==> src/pmc_pkg.sv <==
// shared constants and types for the power mode controller
package pmc_pkg;

	// ----------------------------------------
	// subsystem and register map
	// ----------------------------------------
	localparam int NUM_SUBSYS = 8;
	localparam int SUBSYS_CPU = 0;
	localparam int SUBSYS_FLASH = 1;
	localparam int ADDR_W = 4;
	localparam int DATA_W = 8;
	localparam logic [3:0] ADDR_ACT_TMPL = 4'h0;
	localparam logic [3:0] ADDR_ALT_TMPL = 4'h1;
	localparam logic [3:0] ADDR_MODE_REQ = 4'h2;
	localparam logic [3:0] ADDR_WAKE_EN = 4'h3;
	localparam logic [3:0] ADDR_STATUS = 4'h4;
	localparam logic [3:0] ADDR_TW_LO = 4'h5;
	localparam logic [3:0] ADDR_TW_HI = 4'h6;
	localparam logic [3:0] ADDR_TW_CTRL = 4'h7;
	localparam logic [7:0] ACT_TMPL_RST = 8'hff;
	localparam logic [7:0] ALT_TMPL_RST = 8'hfc;
	localparam logic [7:0] WAKE_EN_RST = 8'h00;
	localparam logic [7:0] SLEEP_KEEP = 8'h00;

	// ----------------------------------------
	// wakeup enable bit positions
	// ----------------------------------------
	localparam int WK_PERIPH = 0;
	localparam int WK_SUPV = 1;
	localparam int WK_TWHEEL = 2;
	localparam int WK_PIN = 3;
	localparam int WK_COMP = 4;
	localparam int WK_I2C = 5;
	localparam int WK_RTC = 6;
	localparam int WK_LVD = 7;
	localparam int NUM_WAKE = 8;

	// ----------------------------------------
	// timing
	// ----------------------------------------
	localparam int CLK_MHZ = 40;
	localparam int SLEEP_RESUME_NS = 15000;
	localparam int HIB_RESUME_NS = 100000;
	localparam int SLEEP_RESUME_CYC = SLEEP_RESUME_NS * CLK_MHZ / 1000 - 1;
	localparam int HIB_RESUME_CYC = HIB_RESUME_NS * CLK_MHZ / 1000 - 1;
	localparam int BUZZ_PERIOD_CYC = 4000;
	localparam int BUZZ_ON_CYC = 40;
	localparam int TW_W = 13;
	localparam int TW_TICK_HZ = 1000;
	localparam int TW_DIV_CYC = CLK_MHZ * 1000000 / TW_TICK_HZ;
	localparam int CNT_W = 16;

	// ----------------------------------------
	// modes
	// ----------------------------------------
	typedef enum logic [2:0] {
		PMC_ACTIVE = 3'b000,
		PMC_ALT = 3'b001,
		PMC_SLEEP = 3'b010,
		PMC_HIB = 3'b011,
		PMC_RESUME = 3'b100
	} pmc_state_t;

	localparam logic [1:0] REQ_ALT = 2'h1;
	localparam logic [1:0] REQ_SLEEP = 2'h2;
	localparam logic [1:0] REQ_HIB = 2'h3;

endpackage

==> src/pmc_tw_if.sv <==
// link between controller and timewheel counter
`timescale 1ns/1ps
interface pmc_tw_if;
	import pmc_pkg::*;
	logic            run;
	logic            clear;
	logic [TW_W-1:0] count;
	logic            wrap;
	modport ctrl (output run, output clear, input count, input wrap);
	modport wheel (input run, input clear, output count, output wrap);
endinterface

==> src/pmc_power_mode_controller.sv <==
// global power mode controller: templates, mode entry, wakeup, resume
`timescale 1ns/1ps

module pmc_power_mode_controller
	import pmc_pkg::*;
(
	// clock and reset
	input  wire logic              clk,
	input  wire logic              rst_n,
	input  wire logic              clkEn,
	// register port
	input  wire logic [ADDR_W-1:0] regAddr,
	input  wire logic [DATA_W-1:0] regWrData,
	input  wire logic              regWr,
	input  wire logic              regRd,
	output logic      [DATA_W-1:0] regRdData,
	// wakeup and reset event inputs (asynchronous)
	input  wire logic              periphIrq,
	input  wire logic              supervisorIrq,
	input  wire logic              pinInterruptUnitIrq,
	input  wire logic              comparatorIrq,
	input  wire logic              i2cIrq,
	input  wire logic              rtcIrq,
	input  wire logic              lowVoltageDetectIrq,
	input  wire logic              externalResetPinN,
	input  wire logic              watchdogResetEvent,
	input  wire logic              preciseSupplyReset,
	// subsystem controls
	output logic [NUM_SUBSYS-1:0]  subsysClkEn,
	output logic [NUM_SUBSYS-1:0]  subsysBiasEn,
	// regulators and oscillators
	output logic                   digRegEn,
	output logic                   anaRegEn,
	output logic                   hibRegEn,
	output logic                   fastOscEn,
	output logic                   lowSpeedInternalOscEn,
	output logic                   watchCrystalOscEn,
	// pin retention
	output logic                   pinHold,
	output logic                   pinIrqCfgHold,
	// mode status
	output logic [2:0]             globalMode,
	output logic                   wakeEvent
);

	// ----------------------------------------
	// reset release and input synchronisers
	// ----------------------------------------
	logic [1:0] rstSync_ff;
	logic       rstSyncN;

	always_ff @(posedge clk or negedge rst_n) begin
		if (!rst_n) begin
			rstSync_ff <= 2'h0;
		end else begin
			rstSync_ff <= {rstSync_ff[0], 1'b1};
		end
	end
	assign rstSyncN = rstSync_ff[1];

	localparam int NUM_IN = 11;
	logic [NUM_IN-1:0] rawIn;
	logic [NUM_IN-1:0] syncA_ff;
	logic [NUM_IN-1:0] syncB_ff;

	// low byte follows the wake enable layout; slot 2 is the timewheel,
	// filled in after the syncs; resets sit above the enable byte
	assign rawIn = {preciseSupplyReset, watchdogResetEvent,
		~externalResetPinN, lowVoltageDetectIrq, rtcIrq, i2cIrq,
		comparatorIrq, pinInterruptUnitIrq, 1'b0, supervisorIrq,
		periphIrq};

	genvar gi;
	generate
		for (gi = 0; gi < NUM_IN; gi++) begin : g_sync
			always_ff @(posedge clk or negedge rstSyncN) begin
				if (!rstSyncN) begin
					syncA_ff[gi] <= 1'b0;
					syncB_ff[gi] <= 1'b0;
				end else if (clkEn) begin
					syncA_ff[gi] <= rawIn[gi];
					syncB_ff[gi] <= syncA_ff[gi];
				end
			end
		end
	endgenerate

	// ----------------------------------------
	// registers
	// ----------------------------------------
	logic [DATA_W-1:0] actTmpl_ff;
	logic [DATA_W-1:0] altTmpl_ff;
	logic [DATA_W-1:0] wakeEn_ff;
	logic              reqValid_ff;
	logic [1:0]        reqMode_ff;
	logic              twClr_ff;
	pmc_state_t        state_ff;
	logic              cpuForce_ff;

	always_ff @(posedge clk or negedge rstSyncN) begin
		if (!rstSyncN) begin
			actTmpl_ff <= ACT_TMPL_RST;
			altTmpl_ff <= ALT_TMPL_RST;
			wakeEn_ff <= WAKE_EN_RST;
			twClr_ff <= 1'b0;
		end else if (clkEn) begin
			twClr_ff <= regWr && (regAddr == ADDR_TW_CTRL) && regWrData[0];
			if (regWr && regAddr == ADDR_ACT_TMPL) begin
				actTmpl_ff <= regWrData;
			end
			if (regWr && regAddr == ADDR_ALT_TMPL) begin
				altTmpl_ff <= regWrData;
			end
			if (regWr && regAddr == ADDR_WAKE_EN) begin
				wakeEn_ff <= regWrData;
			end
		end
	end

	// pending request: only a write here may start a low power mode
	always_ff @(posedge clk or negedge rstSyncN) begin
		if (!rstSyncN) begin
			reqValid_ff <= 1'b0;
			reqMode_ff <= 2'h0;
		end else if (clkEn) begin
			if (regWr && regAddr == ADDR_MODE_REQ &&
				regWrData[1:0] != 2'h0) begin
				reqValid_ff <= 1'b1;
				reqMode_ff <= regWrData[1:0];
			end else begin
				reqValid_ff <= 1'b0;
			end
		end
	end

	// ----------------------------------------
	// timewheel
	// ----------------------------------------
	pmc_tw_if tw ();

	assign tw.run = (state_ff != PMC_HIB);
	assign tw.clear = twClr_ff;

	pmc_timewheel u_wheel (
		.clk      (clk),
		.rstSyncN (rstSyncN),
		.clkEn    (clkEn),
		.tw       (tw)
	);

	// ----------------------------------------
	// wakeup decode
	// ----------------------------------------
	logic [NUM_WAKE-1:0] irqVec;
	logic                resetWake;
	logic                irqWake;
	logic                sleepWake;
	logic                anyWake;

	always_comb begin
		irqVec = syncB_ff[NUM_WAKE-1:0];
		irqVec[WK_TWHEEL] = tw.wrap;
	end
	assign resetWake = |syncB_ff[NUM_IN-1:NUM_WAKE];
	assign irqWake = |(irqVec & wakeEn_ff);
	// sleep keeps only the listed sources alive
	assign sleepWake = |(irqVec & wakeEn_ff & {1'b1, 1'b1, 1'b1, 1'b1,
		1'b1, 1'b0, 1'b0, 1'b0}) | (irqVec[WK_TWHEEL] & wakeEn_ff[WK_TWHEEL])
		| resetWake;
	assign anyWake = irqWake | resetWake;

	// ----------------------------------------
	// mode state machine
	// ----------------------------------------
	pmc_state_t       nxt_state;
	logic [CNT_W-1:0] resumeCnt_ff;
	logic [CNT_W-1:0] resumeLen_ff;
	logic             wake;

	always_comb begin
		nxt_state = state_ff;
		wake = 1'b0;
		unique case (state_ff)
			PMC_ACTIVE, PMC_ALT: begin
				if (anyWake) begin
					wake = 1'b1;
					nxt_state = PMC_ACTIVE;
				end else if (reqValid_ff) begin
					unique case (reqMode_ff)
						REQ_ALT: nxt_state = PMC_ALT;
						REQ_SLEEP: nxt_state = PMC_SLEEP;
						REQ_HIB: nxt_state = PMC_HIB;
						default: nxt_state = state_ff;
					endcase
				end
			end
			PMC_SLEEP: begin
				if (sleepWake) begin
					wake = 1'b1;
					nxt_state = PMC_RESUME;
				end
			end
			PMC_HIB: begin
				// pin interrupt or reset pin only
				if (syncB_ff[WK_PIN] | syncB_ff[NUM_WAKE]) begin
					wake = 1'b1;
					nxt_state = PMC_RESUME;
				end
			end
			PMC_RESUME: begin
				if (resumeCnt_ff == resumeLen_ff) begin
					nxt_state = PMC_ACTIVE;
				end
			end
			default: nxt_state = PMC_ACTIVE;
		endcase
	end

	always_ff @(posedge clk or negedge rstSyncN) begin
		if (!rstSyncN) begin
			state_ff <= PMC_ACTIVE;
		end else if (clkEn) begin
			state_ff <= nxt_state;
		end
	end

	// resume timer length chosen by the mode being left
	always_ff @(posedge clk or negedge rstSyncN) begin
		if (!rstSyncN) begin
			resumeCnt_ff <= '0;
			resumeLen_ff <= '0;
		end else if (clkEn) begin
			if (state_ff != PMC_RESUME) begin
				resumeCnt_ff <= '0;
				resumeLen_ff <= (state_ff == PMC_HIB) ?
					CNT_W'(HIB_RESUME_CYC - 1) :
					CNT_W'(SLEEP_RESUME_CYC - 1);
			end else begin
				resumeCnt_ff <= resumeCnt_ff + 1'b1;
			end
		end
	end

	// cpu override holds until firmware rewrites the active template
	always_ff @(posedge clk or negedge rstSyncN) begin
		if (!rstSyncN) begin
			cpuForce_ff <= 1'b0;
		end else if (clkEn) begin
			if (wake) begin
				cpuForce_ff <= 1'b1;
			end else if (regWr && regAddr == ADDR_ACT_TMPL) begin
				cpuForce_ff <= 1'b0;
			end
		end
	end

	// ----------------------------------------
	// regulator buzzing in sleep
	// ----------------------------------------
	logic [CNT_W-1:0] buzzCnt_ff;
	logic             buzzOn;

	always_ff @(posedge clk or negedge rstSyncN) begin
		if (!rstSyncN) begin
			buzzCnt_ff <= '0;
		end else if (clkEn) begin
			if (state_ff != PMC_SLEEP ||
				buzzCnt_ff == CNT_W'(BUZZ_PERIOD_CYC - 1)) begin
				buzzCnt_ff <= '0;
			end else begin
				buzzCnt_ff <= buzzCnt_ff + 1'b1;
			end
		end
	end
	assign buzzOn = (buzzCnt_ff < CNT_W'(BUZZ_ON_CYC));

	// ----------------------------------------
	// outputs
	// ----------------------------------------
	logic [NUM_SUBSYS-1:0] nxt_enable;
	logic                  wakeSeen_ff;

	always_comb begin
		unique case (state_ff)
			PMC_ACTIVE: nxt_enable = actTmpl_ff;
			PMC_ALT: nxt_enable = altTmpl_ff;
			PMC_SLEEP: nxt_enable = SLEEP_KEEP;
			PMC_HIB: nxt_enable = '0;
			PMC_RESUME: nxt_enable = '0;
			default: nxt_enable = '0;
		endcase
		if (state_ff == PMC_ACTIVE && cpuForce_ff) begin
			nxt_enable[SUBSYS_CPU] = 1'b1;
		end
	end

	always_ff @(posedge clk or negedge rstSyncN) begin
		if (!rstSyncN) begin
			subsysClkEn <= '1;
			subsysBiasEn <= '1;
			digRegEn <= 1'b1;
			anaRegEn <= 1'b1;
			hibRegEn <= 1'b1;
			fastOscEn <= 1'b1;
			lowSpeedInternalOscEn <= 1'b1;
			watchCrystalOscEn <= 1'b1;
			pinHold <= 1'b0;
			pinIrqCfgHold <= 1'b0;
			globalMode <= 3'h0;
			wakeEvent <= 1'b0;
			wakeSeen_ff <= 1'b0;
			regRdData <= '0;
		end else if (clkEn) begin
			subsysClkEn <= nxt_enable;
			subsysBiasEn <= nxt_enable;
			digRegEn <= (state_ff == PMC_SLEEP) ? buzzOn :
				(state_ff != PMC_HIB);
			anaRegEn <= (state_ff == PMC_SLEEP) ? buzzOn :
				(state_ff != PMC_HIB);
			hibRegEn <= 1'b1;
			fastOscEn <= (state_ff != PMC_SLEEP) &&
				(state_ff != PMC_HIB);
			lowSpeedInternalOscEn <= (state_ff != PMC_HIB);
			watchCrystalOscEn <= (state_ff != PMC_HIB);
			pinHold <= (state_ff == PMC_HIB);
			pinIrqCfgHold <= (state_ff == PMC_HIB);
			globalMode <= state_ff;
			// a held wake level gives one pulse, not one per cycle
			wakeSeen_ff <= wake;
			wakeEvent <= wake && !wakeSeen_ff;
			regRdData <= '0;
			if (regRd) begin
				unique case (regAddr)
					ADDR_ACT_TMPL: regRdData <= actTmpl_ff;
					ADDR_ALT_TMPL: regRdData <= altTmpl_ff;
					ADDR_WAKE_EN: regRdData <= wakeEn_ff;
					ADDR_STATUS: regRdData <= {4'h0, cpuForce_ff, state_ff};
					ADDR_TW_LO: regRdData <= tw.count[7:0];
					ADDR_TW_HI: regRdData <= {3'h0, tw.count[TW_W-1:8]};
					default: regRdData <= '0;
				endcase
			end
		end
	end

endmodule

==> src/pmc_timewheel.sv <==
// 13-bit periodic timewheel at 1 kHz, halted while in hibernate
`timescale 1ns/1ps
module pmc_timewheel
	import pmc_pkg::*;
(
	// clock and reset
	input  wire logic clk,
	input  wire logic rstSyncN,
	input  wire logic clkEn,
	// controller side
	pmc_tw_if.wheel   tw
);

	logic [CNT_W-1:0] divCnt_ff;
	logic [TW_W-1:0]  wheel_ff;
	logic             wrap_ff;
	logic             tick;

	assign tick = (divCnt_ff == CNT_W'(TW_DIV_CYC - 1));
	assign tw.count = wheel_ff;
	assign tw.wrap = wrap_ff;

	// ----------------------------------------
	// divider to 1 kHz and counter
	// ----------------------------------------
	always_ff @(posedge clk or negedge rstSyncN) begin
		if (!rstSyncN) begin
			divCnt_ff <= '0;
			wheel_ff <= '0;
			wrap_ff <= 1'b0;
		end else if (clkEn) begin
			wrap_ff <= 1'b0;
			if (tw.clear) begin
				divCnt_ff <= '0;
				wheel_ff <= '0;
			end else if (tw.run) begin
				divCnt_ff <= tick ? '0 : divCnt_ff + 1'b1;
				if (tick) begin
					wheel_ff <= wheel_ff + 1'b1;
					wrap_ff <= &wheel_ff;
				end
			end
		end
	end

endmodule

==> config.mk <==
export PLATFORM = sky130hd
export DESIGN_NAME = pmc_power_mode_controller
export DESIGN_NICKNAME = d
export VERILOG_FILES = /design/src/pmc_pkg.sv /design/src/pmc_tw_if.sv /design/src/pmc_power_mode_controller.sv /design/src/pmc_timewheel.sv
export SDC_FILE = /design/constraint.sdc
export NUM_CORES = 1
export LEC_CHECK = 0
export ABC_AREA = 1
export BUFFER_PORTS_ARGS = -buffer_cell sky130_fd_sc_hd__buf_4
export CAP_MARGIN = 10
export CORE_MARGIN = 2
export CORE_UTILIZATION = 60
export CTS_CLUSTER_SIZE = 40
export DETAILED_ROUTE_END_ITERATION = 10
export PLACE_DENSITY_LB_ADDON = 0.08
export SLEW_MARGIN = 20
export SYNTH_ARGS = -nofsm -noshare
export SYNTH_HDL_FRONTEND = slang
export SYNTH_HIERARCHICAL = 1
export SYNTH_SLANG_ARGS = --single-unit
==> constraint.sdc <==
create_clock -name clk -period 5.22 [get_ports clk]
set_input_delay 0.522 -clock clk [delete_from_list [all_inputs] [get_ports clk]]
set_output_delay 0.522 -clock clk [all_outputs]
set_load 0.005 [all_outputs]
==> flow_metrics.env <==
export IMPL_outcome="finished clean"
export IMPL_finalHoldViolCount=0
export IMPL_path_class="reg2reg"
export IMPL_timing_fmax_ghz=0.516
export IMPL_clkPwrFrac_pct=36.3
export IMPL_nets=1092
export IMPL_critical_path_max_fanout=12
export IMPL_crit_chain="inv_1, nor2_2, inv_1, nand2_1, nand2_4, inv_1, a21oi_2, nor2_1"
export IMPL_die_width_um=117
export IMPL_power_net_switching_mw=0.986
export IMPL_start_kind="flip-flop"
export IMPL_syn_to_final_growth_pct=14.5
export IMPL_path_common_cell="inv_1"
export IMPL_min_from="lowVoltageDetectIrq"
export IMPL_grt_usage_pct=27.5
export IMPL_yosysSeqAreaShare_pct=47.8
export IMPL_antenna_found_initial=0
export IMPL_root_buffer="clkbuf_16"
export IMPL_clkTransAtPathRegs_ns=0.06
export IMPL_r2r_end="u_wheel/divCnt_ff[6]"
export IMPL_place_hpwl_um=12200
export IMPL_cts_buffer_depth=2
export IMPL_synth_edf_count=0
export IMPL_p_comb_share_pct=18.9
export IMPL_cts_made_buffers=17
export IMPL_initial_core_util_pct=60.8
export IMPL_tightest_slew_ns=0.614
export IMPL_wl_um=17200
export IMPL_fin_area_um2=8710
export IMPL_dieArea_um2=13600
export IMPL_h_tree_depth=4
export IMPL_core_um2=12500
export IMPL_hold_path_end="syncA_ff[7]"
export IMPL_rsz0062_at_grt="no"
export IMPL_fin_hold_ws_ns=0.299
export IMPL_critical_path_required_ns=5.50
export IMPL_first_global_vias=5930
export IMPL_internal_power_mw=2.28
export IMPL_hold_path_class="in2reg"
export IMPL_regToRegSetupSlack_ns=3.28
export IMPL_std_cell_rows=41
export IMPL_drt_pass1_iter_count=5
export IMPL_layout_drive_gt1_share_pct=17.3
export IMPL_grt_pass1_wl_um=28900
export IMPL_layout_common_cells="nand2_1 (355), dfrtp_1 (118), inv_1 (103)"
export IMPL_synthTopCellsByArea="dfrtp_1 (39%), nand2_1 (18%), dfstp_2 (8.6%)"
export IMPL_critPathMaxStageDelay_ns=0.48
export IMPL_relSlewSlack_pct=59.1
export IMPL_p_seq_share_pct=44.8
export IMPL_ir_drop_mv=0.301
export IMPL_insertedDiodeCount=0
export IMPL_io_buffers=61
export IMPL_final_common_cell="nand2_1"
export IMPL_fin_worst_skew_ns=0.00605
export IMPL_yosys_most_used_dff="dfrtp_1"
export IMPL_timing_rr_start="state_ff[0]"
export IMPL_tritoncts="done"
export IMPL_async_flop_share_pct=100
export IMPL_synthCells=1005
export IMPL_synth_top_area_share_pct=39.1
export IMPL_setup_worst_path_end_class="flip-flop"
export IMPL_critical_path_top_delay_family="simple AND/OR/NAND/NOR gates"
export IMPL_period_needed_ns=1.94
export IMPL_setup_viol=0
export IMPL_p_total_mw=3.26
export IMPL_slew_violations=0
export IMPL_yosys_register_bits=144
export IMPL_viasPerCell=5.22
export IMPL_num_vias=6503
export IMPL_ys_warn_count=6
export IMPL_ant_nets=0
export IMPL_cts_sinks=144
export IMPL_die_h_um=117
export IMPL_critical_path_slowest_cell="a21oi_2"
export IMPL_hold_depth=3
export IMPL_cap_violations=0
export IMPL_overflow=0
export IMPL_drt_iter0_markers=448
export IMPL_yosysTopAreaCell="dfrtp_1"
export IMPL_crit_buf_inv=3
export IMPL_dpl_instance_area_um2=8100
export IMPL_grt_max_degree=83
export IMPL_place_gp_congestion=0.904
export IMPL_powerDensity_nw_per_um2=374
export IMPL_power_leakage_nw=4.30
export IMPL_cp_arrival_ns=2.22
export IMPL_postSynthAreaPerCell_um2=7.57
export IMPL_switching_share_pct=30.2
export IMPL_setup_tns_ns=0
export IMPL_wl_per_cell_um=13.8
export IMPL_critPathLaunch="state_ff[0]"
export IMPL_drcViolationCount=0
export IMPL_io_pins=63
export IMPL_rr_worst_depth=8
export IMPL_fin_crit_sh_pct=37.1
export IMPL_dp_cells=1212
export IMPL_synth_cell_types=47
export IMPL_worstSkewPairLatency_ns=0.42
export IMPL_fin_cells=1246
export IMPL_netlist_area_um2=7610
[cell type report]
class | count | area (µm²)
clock inverter | 11 | 104
fill | 1082 | 3800
clock buffer | 21 | 480
timing repair buffer | 66 | 510
inverter | 117 | 439
multi-input combinational | 715 | 3330
tap | 172 | 215
sequential | 144 | 3640
[cells in the mapped netlist (2+ instances only)]
| cell type | instances |
|---|---|
| o21ai_0 | 43 |
| nand2_1 | 355 |
| nor3_1 | 15 |
| nor4_1 | 3 |
| buf_1 | 2 |
| o21ai_2 | 9 |
| a22o_1 | 3 |
| nand3_2 | 2 |
| a21oi_1 | 17 |
| nor2_1 | 95 |
| xnor2_1 | 3 |
| nand3_1 | 60 |
| o21ai_1 | 25 |
| o21bai_1 | 2 |
| dfstp_2 | 25 |
| nand2_4 | 4 |
| nand3b_1 | 4 |
| clkbuf_1 | 3 |
| inv_2 | 13 |
| nor2_2 | 8 |
| inv_1 | 103 |
| xor2_1 | 5 |
| buf_2 | 5 |
| nor3_2 | 2 |
| ha_1 | 4 |
| o21a_1 | 2 |
| buf_6 | 3 |
| nor2_4 | 10 |
| nand4_1 | 18 |
| nand2_2 | 10 |
| or2_2 | 3 |
| dfrtp_1 | 119 |
| buf_4 | 16 |
[routing by layer]
layer | track usage [%] | routed length [µm] | vias to the layer above
li1 | - | - | 3284
met1 | 39.2 | 8030 | 3033
met2 | 42.3 | 8060 | 161
met3 | 5.76 | 773 | 25
met4 | 9.10 | 345 | 0
met5 | 0 | 0 | -
[worst reg2reg max path, stage by stage (launching register included)]
cell and delay (ns):
dfrtp_1 0.46, inv_1 0.18, nor2_2 0.09, inv_1 0.08, nand2_1 0.11, nand2_4 0.17, inv_1 0.12, a21oi_2 0.48
nor2_1 0.11
[power groups by stage]
| stage | Sequential [mW] | Clock, mW | Combinational (mW) |
|---|---|---|---|
| 2_1_floorplan | 1.45 | 0 | 0.410 |
| 3_3_place_gp | 1.48 | 0 | 0.596 |
| 3_5_place_dp | 1.48 | 0 | 0.608 |
| 4_1_cts | 1.47 | 1.20 | 0.614 |
| 5_1_grt | 1.49 | 1.25 | 0.709 |
| 6_report | 1.46 | 1.18 | 0.617 |
[what timing repair did]
| item | 4_1_cts | 5_1_grt |
|---|---|---|
| resized for setup | 0 | 0 |
| endpoints found under the hold margin | 2 | 0 |
| setup buffers | 0 | 0 |
| hold buffers | 1 | 0 |
[per-stage QoR]
stage,utilization [%],setup WS (ns)
6_report,69.6,3.28
5_1_grt,69.6,3.09
4_1_cts,69.5,3.30
3_5_place_dp,64.7,2.96
3_3_place_gp,64.7,3.02
2_1_floorplan,-,0.954
[worst max-delay path by stage]
stage | end | slack [ns] | depth (start not counted)
after floorplan | altTmpl_ff[0] | 0.95 | 0
after global placement | u_wheel/divCnt_ff[14] | 3.02 | 6
after detailed placement | u_wheel/divCnt_ff[9] | 2.96 | 6
after CTS | u_wheel/divCnt_ff[5] | 3.30 | 8
after global routing | u_wheel/tw.count[12] | 3.09 | 9
final | u_wheel/divCnt_ff[6] | 3.28 | 8
[registers in the layout, indices dropped and copies added, names as in the netlist, 3 cells and up]
| signal | cells |
|---|---|
| altTmpl_ff | 8 |
| irqVec | 7 |
| regRdData | 8 |
| resumeLen_ff | 3 |
| syncA_ff | 10 |
| u_wheel/divCnt_ff | 16 |
| buzzCnt_ff | 16 |
| u_wheel/tw.count | 13 |
| syncB_ff | 3 |
| resumeCnt_ff | 16 |
| actTmpl_ff | 8 |
| wakeEn_ff | 8 |
| state_ff | 3 |
| subsysClkEn | 8 |
| globalMode | 3 |
[cells by family after synthesis]
family / after synthesis / share of synthesized area (%)
compound gates: 108 / 8.11
flops: 144 / 47.8
xor+xnor: 8 / 0.921
fa+ha+maj: 4 / 0.658
simple gates: 593 / 33.9
buf+inv: 147 / 8.57
other cells: 1 / 0.0493
Note: power is estimated with default switching activity, not from simulation.
